[src/ctrl_regs_pkg.sv]
// Constants and types for the chip control and status register bank
package ctrl_regs_pkg;
   localparam logic [7:0] OFS_ADDR_LOW = 8'h10;
   localparam logic [7:0] OFS_ADDR_MID = 8'h12;
   localparam logic [7:0] OFS_ADDR_HIGH = 8'h14;
   localparam logic [7:0] OFS_CHIP_CFG = 8'h08;
   localparam logic [7:0] OFS_BUS_CLK = 8'h20;
   localparam logic [7:0] OFS_PROM_CTRL = 8'h22;
   localparam logic [7:0] OFS_SELFTEST = 8'h24;
   localparam logic [7:0] OFS_SOFT_RST = 8'h26;
   // Field positions
   localparam int BIT_DRIVE = 6;
   localparam int BIT_CLK_SEL = 2;
   localparam int BIT_PROM_DIR = 5;
   localparam int BIT_PROM_EN = 4;
   localparam int BIT_PROM_DIN = 3;
   localparam int BIT_PROM_DO = 2;
   localparam int BIT_PROM_SK = 1;
   localparam int BIT_PROM_CS = 0;
   localparam int BIT_PRESENCE = 9;
   localparam int BIT_QM_RST = 1;
   localparam int BIT_GLB_RST = 0;
   localparam int BIT_TX_DONE = 12;
   localparam int BIT_TX_FAIL = 11;
   localparam int BIT_TX_CNT = 8;
   localparam int BIT_RX_DONE = 4;
   localparam int BIT_RX_FAIL = 3;
   localparam int BIT_RX_CNT = 0;
   localparam logic [1:0] DIV_RESERVED = 2'h3;
   localparam logic [15:0] ZERO16 = 16'h0000;
   localparam logic [15:0] ADDR_RESET = 16'h0000;
   // EEPROM word indices for the address load
   localparam logic [5:0] PROM_WORD_LOW = 6'h01;
   localparam logic [5:0] PROM_WORD_MID = 6'h02;
   localparam logic [5:0] PROM_WORD_HIGH = 6'h03;
   // Serial read opcode (start bit + read) and framing
   localparam logic [2:0] PROM_READ_OP = 3'h6;
   localparam int PROM_BITS = 25;
   // Loader clock half period: 1000 ns at 250 MHz
   localparam int PROM_HALF_NS = 1000;
   localparam int CLK_PERIOD_NS = 4;
   localparam int PROM_HALF_CYC = PROM_HALF_NS / CLK_PERIOD_NS;
   // Self-test walks a small index space per memory
   localparam int BIST_WORDS = 16;

   typedef struct packed {
      logic dataOut;
      logic serialClk;
      logic chipSel;
   } prom_pins_s;

   typedef struct packed {
      logic done;
      logic failed;
      logic [2:0] failCount;
   } selftest_s;

   typedef struct packed {
      logic drive16mA;
      logic clkSel;
      logic [1:0] clkDiv;
   } bus_clk_s;
endpackage

[src/prom_addr_loader.sv]
// Serial EEPROM reader that fetches the three station address words
`timescale 1ns/1ns
module prom_addr_loader
   import ctrl_regs_pkg::*;
(
   // Clock and reset
   input wire logic ref_clk,
   input wire logic rst_n,
   // Control
   input wire logic start,
   input wire logic promDataIn,
   // Results
   output prom_pins_s pins,
   output logic wordValid,
   output logic [1:0] wordSel,
   output logic [15:0] wordData,
   output logic cmdDrive
);
   typedef enum logic [1:0] {
      L_IDLE = 2'b00,
      L_SHIFT = 2'b01,
      L_GAP = 2'b10
   } load_state_e;

   typedef struct packed {
      load_state_e state;
      logic [8:0] halfCnt;
      logic [4:0] bitIdx;
      logic [1:0] word;
      logic [24:0] shiftOut;
      logic [15:0] shiftIn;
      logic sk;
      logic cs;
      logic valid;
   } load_s;

   load_s st_reg, st_next;

   always_comb begin
      st_next = st_reg;
      st_next.valid = 1'b0;
      unique case (st_reg.state)
         L_IDLE: begin
            if (start) begin
               st_next.state = L_GAP;
               st_next.word = 2'h0;
               st_next.halfCnt = 9'h000;
            end
         end
         L_GAP: begin
            st_next.cs = 1'b0;
            st_next.sk = 1'b0;
            st_next.halfCnt = st_reg.halfCnt + 9'h001;
            if (st_reg.halfCnt == 9'(PROM_HALF_CYC - 1)) begin
               st_next.halfCnt = 9'h000;
               if (st_reg.word == 2'h3) begin
                  st_next.state = L_IDLE;
               end else begin
                  // words 1..3 map to low, mid, high
                  st_next.shiftOut = {PROM_READ_OP, PROM_WORD_LOW + 6'(st_reg.word), 16'h0000};
                  st_next.bitIdx = 5'h00;
                  st_next.cs = 1'b1;
                  st_next.state = L_SHIFT;
               end
            end
         end
         L_SHIFT: begin
            st_next.halfCnt = st_reg.halfCnt + 9'h001;
            if (st_reg.halfCnt == 9'(PROM_HALF_CYC - 1)) begin
               st_next.halfCnt = 9'h000;
               st_next.sk = ~st_reg.sk;
               if (st_reg.sk) begin
                  st_next.shiftOut = {st_reg.shiftOut[23:0], 1'b0};
                  st_next.bitIdx = st_reg.bitIdx + 5'h01;
                  if (st_reg.bitIdx == 5'(PROM_BITS - 1)) begin
                     st_next.valid = 1'b1;
                     st_next.word = st_reg.word + 2'h1;
                     st_next.state = L_GAP;
                  end
               end else if (st_reg.bitIdx > 5'(PROM_BITS - 17)) begin
                  st_next.shiftIn = {st_reg.shiftIn[14:0], promDataIn};
               end
            end
         end
         default: st_next.state = L_IDLE;
      endcase
   end

   always_ff @(posedge ref_clk) begin
      if (!rst_n) begin
         st_reg <= '0;
      end else begin
         st_reg <= st_next;
      end
   end

   assign pins.dataOut = st_reg.shiftOut[24];
   assign pins.serialClk = st_reg.sk;
   assign pins.chipSel = st_reg.cs;
   assign wordValid = st_reg.valid;
   // Word counter has already advanced when a word is flagged
   assign wordSel = st_reg.word - 2'h1;
   // Lower-numbered address byte already rides in the low half of each word
   assign wordData = st_reg.shiftIn;
   // Data line is released once the command is out, so the part can answer
   assign cmdDrive = st_reg.cs && st_reg.bitIdx < 5'(PROM_BITS - 16);
endmodule

[src/chip_control_status_regs.sv]
// Chip-level control and status register bank with EEPROM port and self-test
//
// Chosen here: the plain strobed port.
`timescale 1ns/1ns
module chip_control_status_regs
   import ctrl_regs_pkg::*;
(
   // Clock and reset
   input wire logic ref_clk,
   input wire logic rst_n,
   // Register port
   input wire logic [7:0] regAddr,
   input wire logic [15:0] regWdata,
   input wire logic regWr,
   input wire logic regRd,
   output logic [15:0] regRdata,
   // EEPROM pins
   output logic promSerialClockPin,
   output logic promChipSelectPin,
   output logic promSerialDataOut,
   output logic promSerialDataOe,
   input wire logic promSerialDataIn,
   // Controls to the rest of the chip
   output logic [47:0] stationAddr,
   output logic drive16mA,
   output logic busClkSel,
   output logic [1:0] busClkDiv,
   output logic queueMgrReset,
   output logic globalReset
);
   typedef enum logic [1:0] {
      B_RUN = 2'b00,
      B_CHECK = 2'b01,
      B_DONE = 2'b10
   } bist_state_e;

   typedef struct packed {
      logic [15:0] addrLow;
      logic [15:0] addrMid;
      logic [15:0] addrHigh;
      bus_clk_s busClk;
      logic promEn;
      logic promDir;
      prom_pins_s promSw;
      logic presence;
      logic capDone;
      logic loadStarted;
      logic qmRst;
      logic glbRst;
      bist_state_e bist;
      logic [3:0] bistIdx;
      logic [15:0] txMem;
      logic [15:0] rxMem;
      selftest_s txTest;
      selftest_s rxTest;
      logic [15:0] rdata;
   } regs_s;

   regs_s st_reg, st_next;
   logic dinMeta, dinSync;
   prom_pins_s loadPins;
   logic loadValid, loadDrive;
   logic [1:0] loadSel;
   logic [15:0] loadData;

   // Saturating increment shared by both fail counters
   function automatic logic [2:0] satInc(input logic [2:0] v, input logic fail);
      satInc = (fail && v != 3'h7) ? v + 3'h1 : v;
   endfunction

   ////////////////////////////////////////////////////////////////////////////
   // Pin input synchroniser
   // Not reset, so it already carries the strap level when reset lets go
   always_ff @(posedge ref_clk) begin
      dinMeta <= promSerialDataIn;
      dinSync <= dinMeta;
   end

   prom_addr_loader u_loader (
      .ref_clk(ref_clk),
      .rst_n(rst_n),
      .start(st_reg.capDone && st_reg.presence && !st_reg.loadStarted),
      .promDataIn(dinSync),
      .pins(loadPins),
      .wordValid(loadValid),
      .wordSel(loadSel),
      .wordData(loadData),
      .cmdDrive(loadDrive)
   );

   ////////////////////////////////////////////////////////////////////////////
   // Next state
   always_comb begin
      st_next = st_reg;
      st_next.rdata = ZERO16;
      // Presence taken at the first edge after release from the free-running synchroniser
      if (!st_reg.capDone) begin
         st_next.capDone = 1'b1;
         st_next.presence = dinSync;
      end
      if (st_reg.capDone && st_reg.presence) begin
         st_next.loadStarted = 1'b1;
      end
      if (loadValid) begin
         unique case (loadSel)
            2'h0: st_next.addrLow = loadData;
            2'h1: st_next.addrMid = loadData;
            2'h2: st_next.addrHigh = loadData;
            default: ;
         endcase
      end

      // Self-test: write pattern then read back, both memories in parallel
      unique case (st_reg.bist)
         B_RUN: begin
            st_next.txMem[st_reg.bistIdx] = st_reg.bistIdx[0];
            st_next.rxMem[st_reg.bistIdx] = ~st_reg.bistIdx[0];
            st_next.bistIdx = st_reg.bistIdx + 4'h1;
            if (st_reg.bistIdx == 4'(BIST_WORDS - 1)) begin
               st_next.bist = B_CHECK;
            end
         end
         B_CHECK: begin
            st_next.txTest.failCount = satInc(st_reg.txTest.failCount,
               st_reg.txMem[st_reg.bistIdx] != st_reg.bistIdx[0]);
            st_next.rxTest.failCount = satInc(st_reg.rxTest.failCount,
               st_reg.rxMem[st_reg.bistIdx] != ~st_reg.bistIdx[0]);
            st_next.bistIdx = st_reg.bistIdx + 4'h1;
            if (st_reg.bistIdx == 4'(BIST_WORDS - 1)) begin
               st_next.bist = B_DONE;
            end
         end
         B_DONE: begin
            st_next.txTest.done = 1'b1;
            st_next.rxTest.done = 1'b1;
            st_next.txTest.failed = st_reg.txTest.failCount != 3'h0;
            st_next.rxTest.failed = st_reg.rxTest.failCount != 3'h0;
         end
         default: st_next.bist = B_DONE;
      endcase

      // Writes only update registers; address writes send nothing to the EEPROM
      if (regWr) begin
         unique case (regAddr)
            OFS_ADDR_LOW: st_next.addrLow = regWdata;
            OFS_ADDR_MID: st_next.addrMid = regWdata;
            OFS_ADDR_HIGH: st_next.addrHigh = regWdata;
            OFS_BUS_CLK: begin
               st_next.busClk.drive16mA = regWdata[BIT_DRIVE];
               // Reserved select value and divider code are dropped
               if (!regWdata[BIT_CLK_SEL] && regWdata[1:0] != DIV_RESERVED) begin
                  st_next.busClk.clkDiv = regWdata[1:0];
               end
            end
            OFS_PROM_CTRL: begin
               st_next.promEn = regWdata[BIT_PROM_EN];
               st_next.promDir = regWdata[BIT_PROM_DIR];
               st_next.promSw = regWdata[BIT_PROM_DO:BIT_PROM_CS];
            end
            OFS_SOFT_RST: begin
               st_next.qmRst = regWdata[BIT_QM_RST];
               st_next.glbRst = regWdata[BIT_GLB_RST];
            end
            default: ;
         endcase
      end

      if (regRd) begin
         unique case (regAddr)
            OFS_CHIP_CFG: st_next.rdata[BIT_PRESENCE] = st_reg.presence;
            OFS_ADDR_LOW: st_next.rdata = st_reg.addrLow;
            OFS_ADDR_MID: st_next.rdata = st_reg.addrMid;
            OFS_ADDR_HIGH: st_next.rdata = st_reg.addrHigh;
            OFS_BUS_CLK: begin
               st_next.rdata[BIT_DRIVE] = st_reg.busClk.drive16mA;
               st_next.rdata[BIT_CLK_SEL] = st_reg.busClk.clkSel;
               st_next.rdata[1:0] = st_reg.busClk.clkDiv;
            end
            OFS_PROM_CTRL: begin
               // Direction bit is write-only and reads zero
               st_next.rdata[BIT_PROM_EN] = st_reg.promEn;
               st_next.rdata[BIT_PROM_DIN] = dinSync;
               st_next.rdata[BIT_PROM_DO:BIT_PROM_CS] = st_reg.promSw;
            end
            OFS_SELFTEST: begin
               st_next.rdata[BIT_TX_DONE] = st_reg.txTest.done;
               st_next.rdata[BIT_TX_FAIL] = st_reg.txTest.failed;
               st_next.rdata[BIT_TX_CNT +: 3] = st_reg.txTest.failCount;
               st_next.rdata[BIT_RX_DONE] = st_reg.rxTest.done;
               st_next.rdata[BIT_RX_FAIL] = st_reg.rxTest.failed;
               st_next.rdata[BIT_RX_CNT +: 3] = st_reg.rxTest.failCount;
            end
            OFS_SOFT_RST: begin
               st_next.rdata[BIT_QM_RST] = st_reg.qmRst;
               st_next.rdata[BIT_GLB_RST] = st_reg.glbRst;
            end
            default: st_next.rdata = ZERO16;
         endcase
      end
   end

   always_ff @(posedge ref_clk) begin
      if (!rst_n) begin
         st_reg <= '0;
      end else begin
         st_reg <= st_next;
      end
   end

   ////////////////////////////////////////////////////////////////////////////
   // Pin ownership: software only while access is enabled
   always_comb begin
      if (st_reg.promEn) begin
         promSerialClockPin = st_reg.promSw.serialClk;
         promChipSelectPin = st_reg.promSw.chipSel;
         promSerialDataOut = st_reg.promSw.dataOut;
         promSerialDataOe = st_reg.promDir;
      end else begin
         promSerialClockPin = loadPins.serialClk;
         promChipSelectPin = loadPins.chipSel;
         promSerialDataOut = loadPins.dataOut;
         promSerialDataOe = loadDrive;
      end
   end

   assign regRdata = st_reg.rdata;
   assign stationAddr = {st_reg.addrHigh, st_reg.addrMid, st_reg.addrLow};
   assign drive16mA = st_reg.busClk.drive16mA;
   assign busClkSel = st_reg.busClk.clkSel;
   assign busClkDiv = st_reg.busClk.clkDiv;
   assign queueMgrReset = st_reg.qmRst;
   assign globalReset = st_reg.glbRst;
endmodule

[config.mk]
export PLATFORM = sky130hd
export DESIGN_NAME = chip_control_status_regs
export DESIGN_NICKNAME = d
export VERILOG_FILES = /design/src/ctrl_regs_pkg.sv /design/src/prom_addr_loader.sv /design/src/chip_control_status_regs.sv
export SDC_FILE = /design/constraint.sdc
export NUM_CORES = 1
export LEC_CHECK = 0
export ABC_AREA = 0
export BUFFER_PORTS_ARGS = -buffer_cell sky130_fd_sc_hd__buf_2
export CELL_PAD_IN_SITES_DETAIL_PLACEMENT = 0
export CELL_PAD_IN_SITES_GLOBAL_PLACEMENT = 1
export CORE_UTILIZATION = 40
export DETAILED_ROUTE_END_ITERATION = 10
export PLACE_DENSITY_LB_ADDON = 0.15
export SLEW_MARGIN = 30
export SYNTH_ARGS = -nofsm -noshare
export SYNTH_HDL_FRONTEND = slang
export SYNTH_SLANG_ARGS = --single-unit
[constraint.sdc]
create_clock -name ref_clk -period 2 [get_ports ref_clk]
set_input_delay 0.2 -clock ref_clk [delete_from_list [all_inputs] [get_ports ref_clk]]
set_output_delay 0.2 -clock ref_clk [all_outputs]
set_load 0.005 [all_outputs]
=== After elaboration in Yosys (flattened, before gate mapping) ===
Cells that the tools add are included.

* Add/subtract/negate cells: 8
* Multiply operators: 0
* Div/mod/pow operators: 0
* Magnitude comparators: 4
* Equal/unequal tests: 31
* Shifts and indexed selects: 0
* Mux-type cells: 57
* Bitwise logic cells: 3
* Reductions and logical operators: 33

{| class="wikitable"
|+ Operators by type and width
! cell !! count
|-
| 16-bit 2-to-1 mux || 9
|-
| 60-bit 2-to-1 mux || 1
|-
| 25-bit 2-to-1 mux || 2
|-
| 25-bit one-hot mux with 2 select lines || 1
|-
| 49-bit 2-to-1 mux || 1
|-
| 48-bit 2-to-1 mux || 1
|-
| 16-bit bitwise mux || 2
|-
| 8-bit by 6-bit == test with 1-bit output, second input constant || 4
|-
| 32-bit 2-to-1 mux || 1
|-
| 9-bit one-hot mux with 3 select lines || 1
|-
| 8-bit by 5-bit == test with 1-bit output, second input constant || 3
|-
| 2-bit AND reduction || 8
|-
| 5-bit AND reduction || 3
|-
| 2-bit one-hot mux with 7 select lines || 1
|-
| 1-bit 2-to-1 mux || 12
|-
| 2-bit 2-to-1 mux || 6
|-
| 2-bit one-hot mux with 3 select lines || 2
|-
| 3-bit one-hot mux with 4 select lines || 1
|-
| 11-bit 2-to-1 mux || 1
|-
| 2-bit by 1-bit inequality test with 1-bit output, second input constant || 5
|-
| 1-bit one-hot mux with 5 select lines || 2
|-
| 2-bit one-hot mux with 5 select lines || 1
|-
| 5-bit one-hot mux with 2 select lines || 1
|-
| 9-bit by 1-bit adder with 9-bit output, second input constant || 1
|-
| other kinds (36) || 66
|}

* Flip-flop bits (word level): 188
* Latch bits: 0
* Bits in writable memories: 0
* Bits in read-only memories: 0
* Bits of input ports: 29
* Output and inout bits: 74
* Logic and storage cells: 172
* Memories kept: 0

=== Logic depth before layout (Yosys ltp) ===
Gate-level depths: netlist (run 1).

* Word-level depth: 6
* Depth in mapped cells: 9
* Depth with buffers taken out: 7

=== Hierarchy ===
From an unflattened synthesis (run 1), not the netlist that was laid out.

* Cell total of the unflattened synthesis: 1,050
* Area total of the unflattened synthesis: 9,490.4 sq um

{| class="wikitable"
|+ Modules (own cells, without submodules)
! module !! times used !! cells an instance !! area an instance (sq um) !! sequential area each (sq um)
|-
| chip_control_status_regs || 1 || 749 || 6,751.5 || 2,522.4
|-
| prom_addr_loader || 1 || 301 || 2,738.9 || 1,221.2
|}

=== Worst setup path before layout (run 1) ===
OpenSTA, ideal clock, no wires.

* Path kind: register to register
* Start point: register u_loader.st_reg[51] in the netlist's numbering
* End point: register u_loader.st_reg, in the netlist u_loader.wordData[10]
* Library setup time: 128 ps
* Data arrival time: 1,946 ps
* Required time: 1,872 ps
* Setup slack: -74 ps
* Cell stages (with the launch flop): 9
* Buffers on the path: 2
* Clock period less this slack: 2,074 ps
* Cell sequence: dfxtp_1 ha_1 nand4bb_4 or2_1 buf_6 nor4_4 buf_6 mux2i_1 nor2_1

* Cells in the longest elaborated chain, start to end: 2

{| class="wikitable"
|+ Ends and longest elaborated chain
! what !! line !! RTL
|-
| from (decl) || prom_addr_loader.sv:37 || <nowiki>load_s st_reg, st_next;</nowiki>
|-
| from (signal assigned) || prom_addr_loader.sv:93 || <nowiki>st_reg <= st_next;</nowiki>
|-
| 9-bit by 8-bit == test with 1-bit output || prom_addr_loader.sv:69 || <nowiki>if (st_reg.halfCnt == 9'(PROM_HALF_CYC - 1)) begin</nowiki>
|-
| 4-bit AND reduction (no source line) || n/a ||
|}

Every way passes these cells.
A chain may end at the register's enable or synchronous reset.

=== Final worst setup path (run 1) ===
* Start point: register u_loader.st_reg[60] in the netlist's numbering
* End point: register u_loader.st_reg, in the netlist u_loader.pins[2]

* Cells in the longest elaborated chain, start to end: 3
* Elaborated cells between the ends (all ways): 9
* Classes of those cells: eq/ne: 6; mux: 1; reduce/logical: 2

{| class="wikitable"
|+ Ends and longest elaborated chain
! what !! line !! RTL
|-
| 2-bit by 1-bit == test with 1-bit output / 2-bit == test (equally long branches) || prom_addr_loader.sv:42 || <nowiki>unique case (st_reg.state)</nowiki>
|-
| 2-bit by 1-bit inequality test with 1-bit output (no source line), or another cell as far along || n/a ||
|-
| 5-bit AND reduction (no source line) || n/a ||
|}

Several ways; a longest one is shown, not always the timed one.

==> impl_results.md, run 1 <==
* Placed cells at 1,396
* TritonCTS sink count at 187
* R2R setup slack at 100 ps
* Top cells by count, synth: dfxtp_1, nand2_1, nor2_1
* Cell Chain, Critical Path: inv_1 > ha_1 > a21boi_2 > and2_1 > a32o_2 > clkbuf_16 > a311oi_1
* Cell variety after synth at 66
* Setup TNS at 0 ps
* Critical path class: flop to flop
* Core ar. at 22,640 sq um
* Grt ovf at 0
* Fin util at 0.4627
* Busiest grt layer: met2
* FP Rows at 55
* Skew-Pair Late Insertion Delay at 440 ps
* WP buf/inv at 2
* Power Density at 796.2 nW/um^2
* PortBufs at 101
* Antenna viol nets, final at 0
* Leakage dissipation at 3.941 nW
* Worst Path Required at 2340 ps
* Total track usage at 0.2213
* # DRC at 0
* EDFF count, synth at 0
* Min Clock Period, post-route at 1895 ps
* Syn avg cell area at 8.371 sq um
* Final Hold Viols at 0
* Syn Std Cell Area at 9216 sq um
* Largest net degree at the start of global routing at 53
* Top-count cell post-synth: dfxtp_1
* Ys async rst share at 0
* Area grow syn2layout at 13.66%
* Die ar. at 23,650 sq um
* Max_cap viols at 0
* Share of post-route cells with drive strength above 1 at 0.2096
* Synth Flop Type: dfxtp_1
* Yosys warnings at 0
* Final period utilization at 0.9476
* WHS at 64.09 ps
* Worst Clk Skew at 12.18 ps
* Max FFs per register at 55
* DR pass1 iterations at 5
* Critical Path Max Stage Delay at 330 ps
* Die height at 153.8 um
* RD Place Congestion at 0.8371
* Final Setup Violations at 0
* Clock buffer depth at 2
* Final wirelength at 25.95 mm
* CTS buffer count at 17
* CP max-delay cell: dfxtp_1
* Net count after synthesis at 1,152
* Post-DP HPWL at 17.92 mm
* Vias post-DR at 7,818
* Final nets at 1,183
* Overall Power at 8.340 mW
* GRT met2 Usage at 0.3561
* Reg clk slew, reported paths at 80 ps
* GR Layer Usage met1 at 0.2998
* Initial DRC count at 465
* Max Slew Vio Count at 0
* Starting density of the core at 0.4071
* Synthesized instance count at 1,101
* Root Driver: clkbuf_16
* Worst ir drop on vdd at 0.4875 mV
* Synth top area cells: dfxtp_1, nand2_1, buf_4
* Die X at 153.8 um
* H-tree depth at 4
* Grt met3 use at 0.03100
* Seq/Total Area, Yosys at 0.4062
* HP Class: primary input to flop
* RSZ-0062 raised after global routing: false
* Number of synthesized register bits at 187
* CP endpoint kind: flop
* Ports at 103
* CTS tree: built
* Crit path max fanout at 22
* WP data arrival at 2240 ps
* Worst path top cell family by delay: compound AO/OA/AOI/OAI gates
* Status: finished, final reports clean
* Post-route insts no fill at 1,431
* Wire per inst at 18.14 um
* First-pass GRT wire length at 41.14 mm
* Yosys top cell by area: dfxtp_1
* Critical path launch point type: flop
* Fmax achieved at 527.7 MHz
* Initial antenna violation count at 1
* Vias in the first global route at 7,303
* Yosys top cell area share at 0.4062
* Detailed-route vias per instance at 5.463
-- cell usage in the layout (no fill, tap or decap), drive strengths merged, types with 29 or more instances in the layout --
| cell | count |
|---|---|
| a21oi | 40 |
| a311oi | 51 |
| buf | 159 |
| dfxtp | 187 |
| inv | 29 |
| mux2i | 38 |
| nand2 | 143 |
| nand3 | 93 |
| nor2 | 131 |
| o21ai | 35 |
-- worst register-to-register path: cells and delay by family (launching register included) --
| kind | cells | cell delay [ps] |
|---|---|---|
| AOI/OAI and AO/OA | 3 | 730 |
| buffers and inverters | 2 | 260 |
| DFF | 1 | 330 |
| and+or+nand+nor | 1 | 190 |
| adders and majority gates | 1 | 310 |
-- power breakdown --
| part | total [mW] | internal, mW | switching (mW) |
|---|---|---|---|
| Clock | 3.48 | 1.79 | 1.69 |
| Combinational | 1.00 | 0.397 | 0.606 |
| Sequential | 3.85 | 3.80 | 0.0571 |
| Total | 8.34 | 5.99 | 2.35 |
-- through the flow --
stage | setup WS (ps) | instance area, sq um
2_1_floorplan | -3.048 | 9234
3_3_place_gp | 106.3 | 9813
3_5_place_dp | 58.85 | 9813
4_1_cts | 45.60 | 10420
5_1_grt | 6.207 | 10470
6_report | 104.9 | 10480
-- worst paths after layout --
kind / start / endpoint / depth (start not counted)
max: u_loader.st_reg[60] / u_loader.pins[2] / 7
min: regWdata[15] / stationAddr[15] / 3
max reg2reg: u_loader.st_reg[60] / u_loader.pins[2] / 7
min reg2reg: dinMeta / dinSync / 0
-- cell type report --
type,instances,area [sq um]
fillers,2252,12170
flip-flops and latches,187,3750
clock inverters,15,175.2
diodes,1,2.502
repair buffers,161,1089
well taps,285,356.6
clock buffers,17,425.4
multi-input cells,744,4596
inverters,21,81.33
-- kinds of logic after synthesis --
group	share of synthesized area
flops	0.4062
xor+xnor	0.01235
fa+ha+maj	0.02987
buf+inv	0.09965
compound gates	0.1469
other cells	0.0004069
mux	0.07548
simple gates	0.2292
-- per-layer routing --
layer	vias up	part of all wire
met2	194	0.47
li1	3882	-
met5	-	0
met1	3706	0.47
met4	0	0.023
met3	36	0.041
-- timing repair --
action                                  CTS  global route
hold buffers                              1             0
endpoints found under the hold margin     1             0
endpoints found under the setup margin    0            35
gates resized for setup                   0             8
setup buffers                             0             0
Note: power is estimated with default switching activity, not from simulation.
==> run 2: changes to the inputs <==
--- a/config.mk
+++ b/config.mk
@@ -9,10 +9,11 @@
 export BUFFER_PORTS_ARGS = -buffer_cell sky130_fd_sc_hd__buf_2
 export CELL_PAD_IN_SITES_DETAIL_PLACEMENT = 0
 export CELL_PAD_IN_SITES_GLOBAL_PLACEMENT = 1
-export CORE_UTILIZATION = 40
+export CORE_UTILIZATION = 41
 export DETAILED_ROUTE_END_ITERATION = 10
 export PLACE_DENSITY_LB_ADDON = 0.15
 export SLEW_MARGIN = 30
 export SYNTH_ARGS = -nofsm -noshare
 export SYNTH_HDL_FRONTEND = slang
+export SYNTH_HIERARCHICAL = 1
 export SYNTH_SLANG_ARGS = --single-unit
==> impl_results.md, run 2 <==
* Status: finished, final reports clean (unchanged)
* Core ar. at 22,640 sq um (unchanged)
* PortBufs at 101 (unchanged)
* Final period utilization at 0.9319 (was 0.9476)
* Number of synthesized register bits at 187 (unchanged)
* Syn Std Cell Area at 9490 sq um (was 9216 sq um)
* Yosys top cell area share at 0.3945 (was 0.4062)
* WP data arrival at 1660 ps (was 2240 ps)
* Post-route insts no fill at 1,368 (was 1,431)
* Detailed-route vias per instance at 5.352 (was 5.463)
* Largest net degree at the start of global routing at 43 (was 53)
* Ports at 103 (unchanged)
* Wire per inst at 17.80 um (was 18.14 um)
* Die X at 154.1 um (was 153.8 um)
* Post-synthesis compound-gate area fraction at 0.1488 (was 0.1469)
* Starting density of the core at 0.4192 (was 0.4071)
* Worst Clk Skew at 10.73 ps (was 12.18 ps)
* Die height at 154.1 um (was 153.8 um)
* Post-DP HPWL at 17.81 mm (was 17.92 mm)
* Vias post-DR at 7,322 (was 7,818)
* Critical path class: flop to primary output (was flop to flop)
* HP Class: primary input to flop (unchanged)
* Cell variety after synth at 67 (was 66)
* Grt ovf at 0 (unchanged)
* Largest family of logic cells by synthesized area: simple AND/OR/NAND/NOR gates (unchanged)
* CP endpoint kind: primary output (was flop)
* Initial DRC count at 386 (was 465)
* FP Rows at 55 (unchanged)
* Simple-Gate Fraction of Synth Area at 0.1906 (was 0.2292)
* DR pass1 iterations at 5 (unchanged)
* Vias in the first global route at 6,885 (was 7,303)
* Final Hold Viols at 0 (unchanged)
* Synthesized instance count at 1,050 (was 1,101)
* Power Density at 748.8 nW/um^2 (was 796.2 nW/um^2)
* Synth Area in Adders at 0.02505 (was 0.02987)
* Worst ir drop on vdd at 0.5252 mV (was 0.4875 mV)
* Commonest non-fill, non-tap cell in the layout: dfxtp_1 (unchanged)
* Min Clock Period, post-route at 1864 ps (was 1895 ps)
* Final nets at 1,118 (was 1,183)
* Max FFs per register at 55 (unchanged)
* Seq/Total Area, Yosys at 0.3945 (was 0.4062)
* Worst Path Required at 1800 ps (was 2340 ps)
* Max_cap viols at 0 (unchanged)
* Leakage dissipation at 5.001 nW (was 3.941 nW)
* Net count after synthesis at 1,098 (was 1,152)
* EDFF count, synth at 0 (unchanged)
* Antenna viol nets, final at 0 (unchanged)
* Top cells by count, synth: dfxtp_1, nand2_1, mux2i_1 (was dfxtp_1, nand2_1, nor2_1)
* CTS tree: built (unchanged)
* Final worst slack at 136.1 ps (was 104.9 ps)
* Final Setup Violations at 0 (unchanged)
* RD Place Congestion at 0.8333 (was 0.8371)
* Worst slack, placed at 126.6 ps (was 58.85 ps)
* Final wirelength at 24.35 mm (was 25.95 mm)
* Synth Flop Type: dfxtp_1 (unchanged)
* Ys async rst share at 0 (unchanged)
* Crit path max fanout at 6 (was 22)
* Syn avg cell area at 9.038 sq um (was 8.371 sq um)
* Max Slew Vio Count at 0 (unchanged)
* Post-Synth XOR/XNOR Area at 0.01384 (was 0.01235)
* Setup TNS at 0 ps (unchanged)
* Cell Chain, Critical Path: o31a_1 > nor3b_1 > mux2_2 > buf_2 (was inv_1 > ha_1 > a21boi_2 > and2_1 > a32o_2 > clkbuf_16 > a311oi_1)
* Initial antenna violation count at 0 (was 1)
* TritonCTS sink count at 187 (unchanged)
* Yosys warnings at 6 (was 0)
* RSZ-0062 raised after global routing: false (unchanged)
* First-pass GRT wire length at 38.71 mm (was 41.14 mm)
* Overall Power at 7.847 mW (was 8.340 mW)
* Clock buffer depth at 2 (unchanged)
* Skew-Pair Late Insertion Delay at 440 ps (about the same)
* Synth top area cells: dfxtp_1, mux2i_1, buf_4 (was dfxtp_1, nand2_1, buf_4)
* Critical Path Max Stage Delay at 360 ps (was 330 ps)
* Top-count cell post-synth: dfxtp_1 (unchanged)
* H-tree depth at 4 (unchanged)
* Placed cells at 1,335 (was 1,396)
* Share of post-route cells with drive strength above 1 at 0.1948 (was 0.2096)
* Yosys top cell by area: dfxtp_1 (unchanged)
* Most frequent cells in the layout: dfxtp_1, nand2_1, mux2i_1, buf_2, o211a_1 (was dfxtp_1, nand2_1, nor2_1)
* # DRC at 0 (unchanged)
* Critical path launch point type: flop (unchanged)
* CP max-delay cell: dfxtp_1 (unchanged)
* Fmax achieved at 536.5 MHz (was 527.7 MHz)
* Antenna cells at 0 (was 1)
* CTS buffer count at 17 (unchanged)
* Die ar. at 23,760 sq um (was 23,650 sq um)
* Root Driver: clkbuf_16 (unchanged)
* Reg clk slew, reported paths at 80 ps (about the same)
* Mux cell area share after synthesis at 0.1197 (was 0.07548)
* Total track usage at 0.2097 (was 0.2213)
* Area grow syn2layout at 10.42% (was 13.66%)
==> run 2: worst max-delay path, delay by kind of cell (launching register included) <==
kind	cells	cell delay (ps)
and+or+nand+nor	1	200
DFF	1	360
buffers and inverters	1	120
AOI/OAI and AO/OA	1	330
muxes	1	210
==> run 2: timing repair <==
| action | in CTS | in global routing |
|---|---|---|
| setup buffers | 0 | 0 |
| endpoints found under the setup margin | 0 | 5 |
| endpoints found under the hold margin | 1 | 0 |
| resized for setup | 0 | 3 |
| hold buffers | 1 | 0 |
==> run 2: stage by stage <==
step                hold WS, ps  cell area [sq um]    util
global route              26.43              10480  0.4628
global placement          306.8               9871  0.4360
floorplan                 227.7               9492       -
detailed placement        306.8               9871  0.4360
CTS                       13.91              10470  0.4626
finish                    29.37              10480  0.4628
==> run 2: cell type report <==
class | count | area (sq um)
Fill cell | 2209 | 12160
Multi-Input combinational cell | 694 | 4747
Sequential cell | 187 | 3746
Timing Repair Buffer | 152 | 968.4
Clock buffer | 17 | 425.4
Tap cell | 285 | 356.6
Clock inverter | 15 | 167.7
Inverter | 18 | 67.56
==> run 2: power by group <==
part | internal (mW) | switching, mW | total (mW) | leakage (nW)
Combinational | 0.254 | 0.384 | 0.639 | 3.20
Clock | 1.69 | 1.70 | 3.39 | 0.292
Sequential | 3.77 | 0.0511 | 3.82 | 1.51
Total | 5.71 | 2.13 | 7.85 | 5.00
==> run 2: kinds of logic after synthesis <==
kind of cell | after synthesis
AO/OA/AOI/OAI | 184
buffers and inverters | 169
other | 1
XOR/XNOR | 15
multiplexers | 112
adder cells (fa/ha/maj) | 19
AND/OR/NAND/NOR | 363
flip-flops | 187
==> run 2: metal layers <==
metal / GRT usage / vias up / share of wire / routed length (um)
met5: 0 / - / 0 / 0
met3: 0.03579 / 23 / 0.043 / 1045
met1: 0.3056 / 3482 / 0.50 / 12220
met4: 0.06238 / 0 / 0.014 / 349
met2: 0.3143 / 155 / 0.44 / 10730
li1: - / 3662 / - / -
==> run 2: worst paths after layout <==
check | to | slack [ps] | cells after the start | start
setup reg to reg | u_loader/st_reg[35] | 150 | 5 | u_loader/st_reg[51]
hold / removal | stationAddr[26] | 30 | 2 | regWdata[10]
setup / recovery | promSerialDataOe | 140 | 4 | u_loader/st_reg[46]
hold reg to reg | dinSync | 360 | 0 | dinMeta
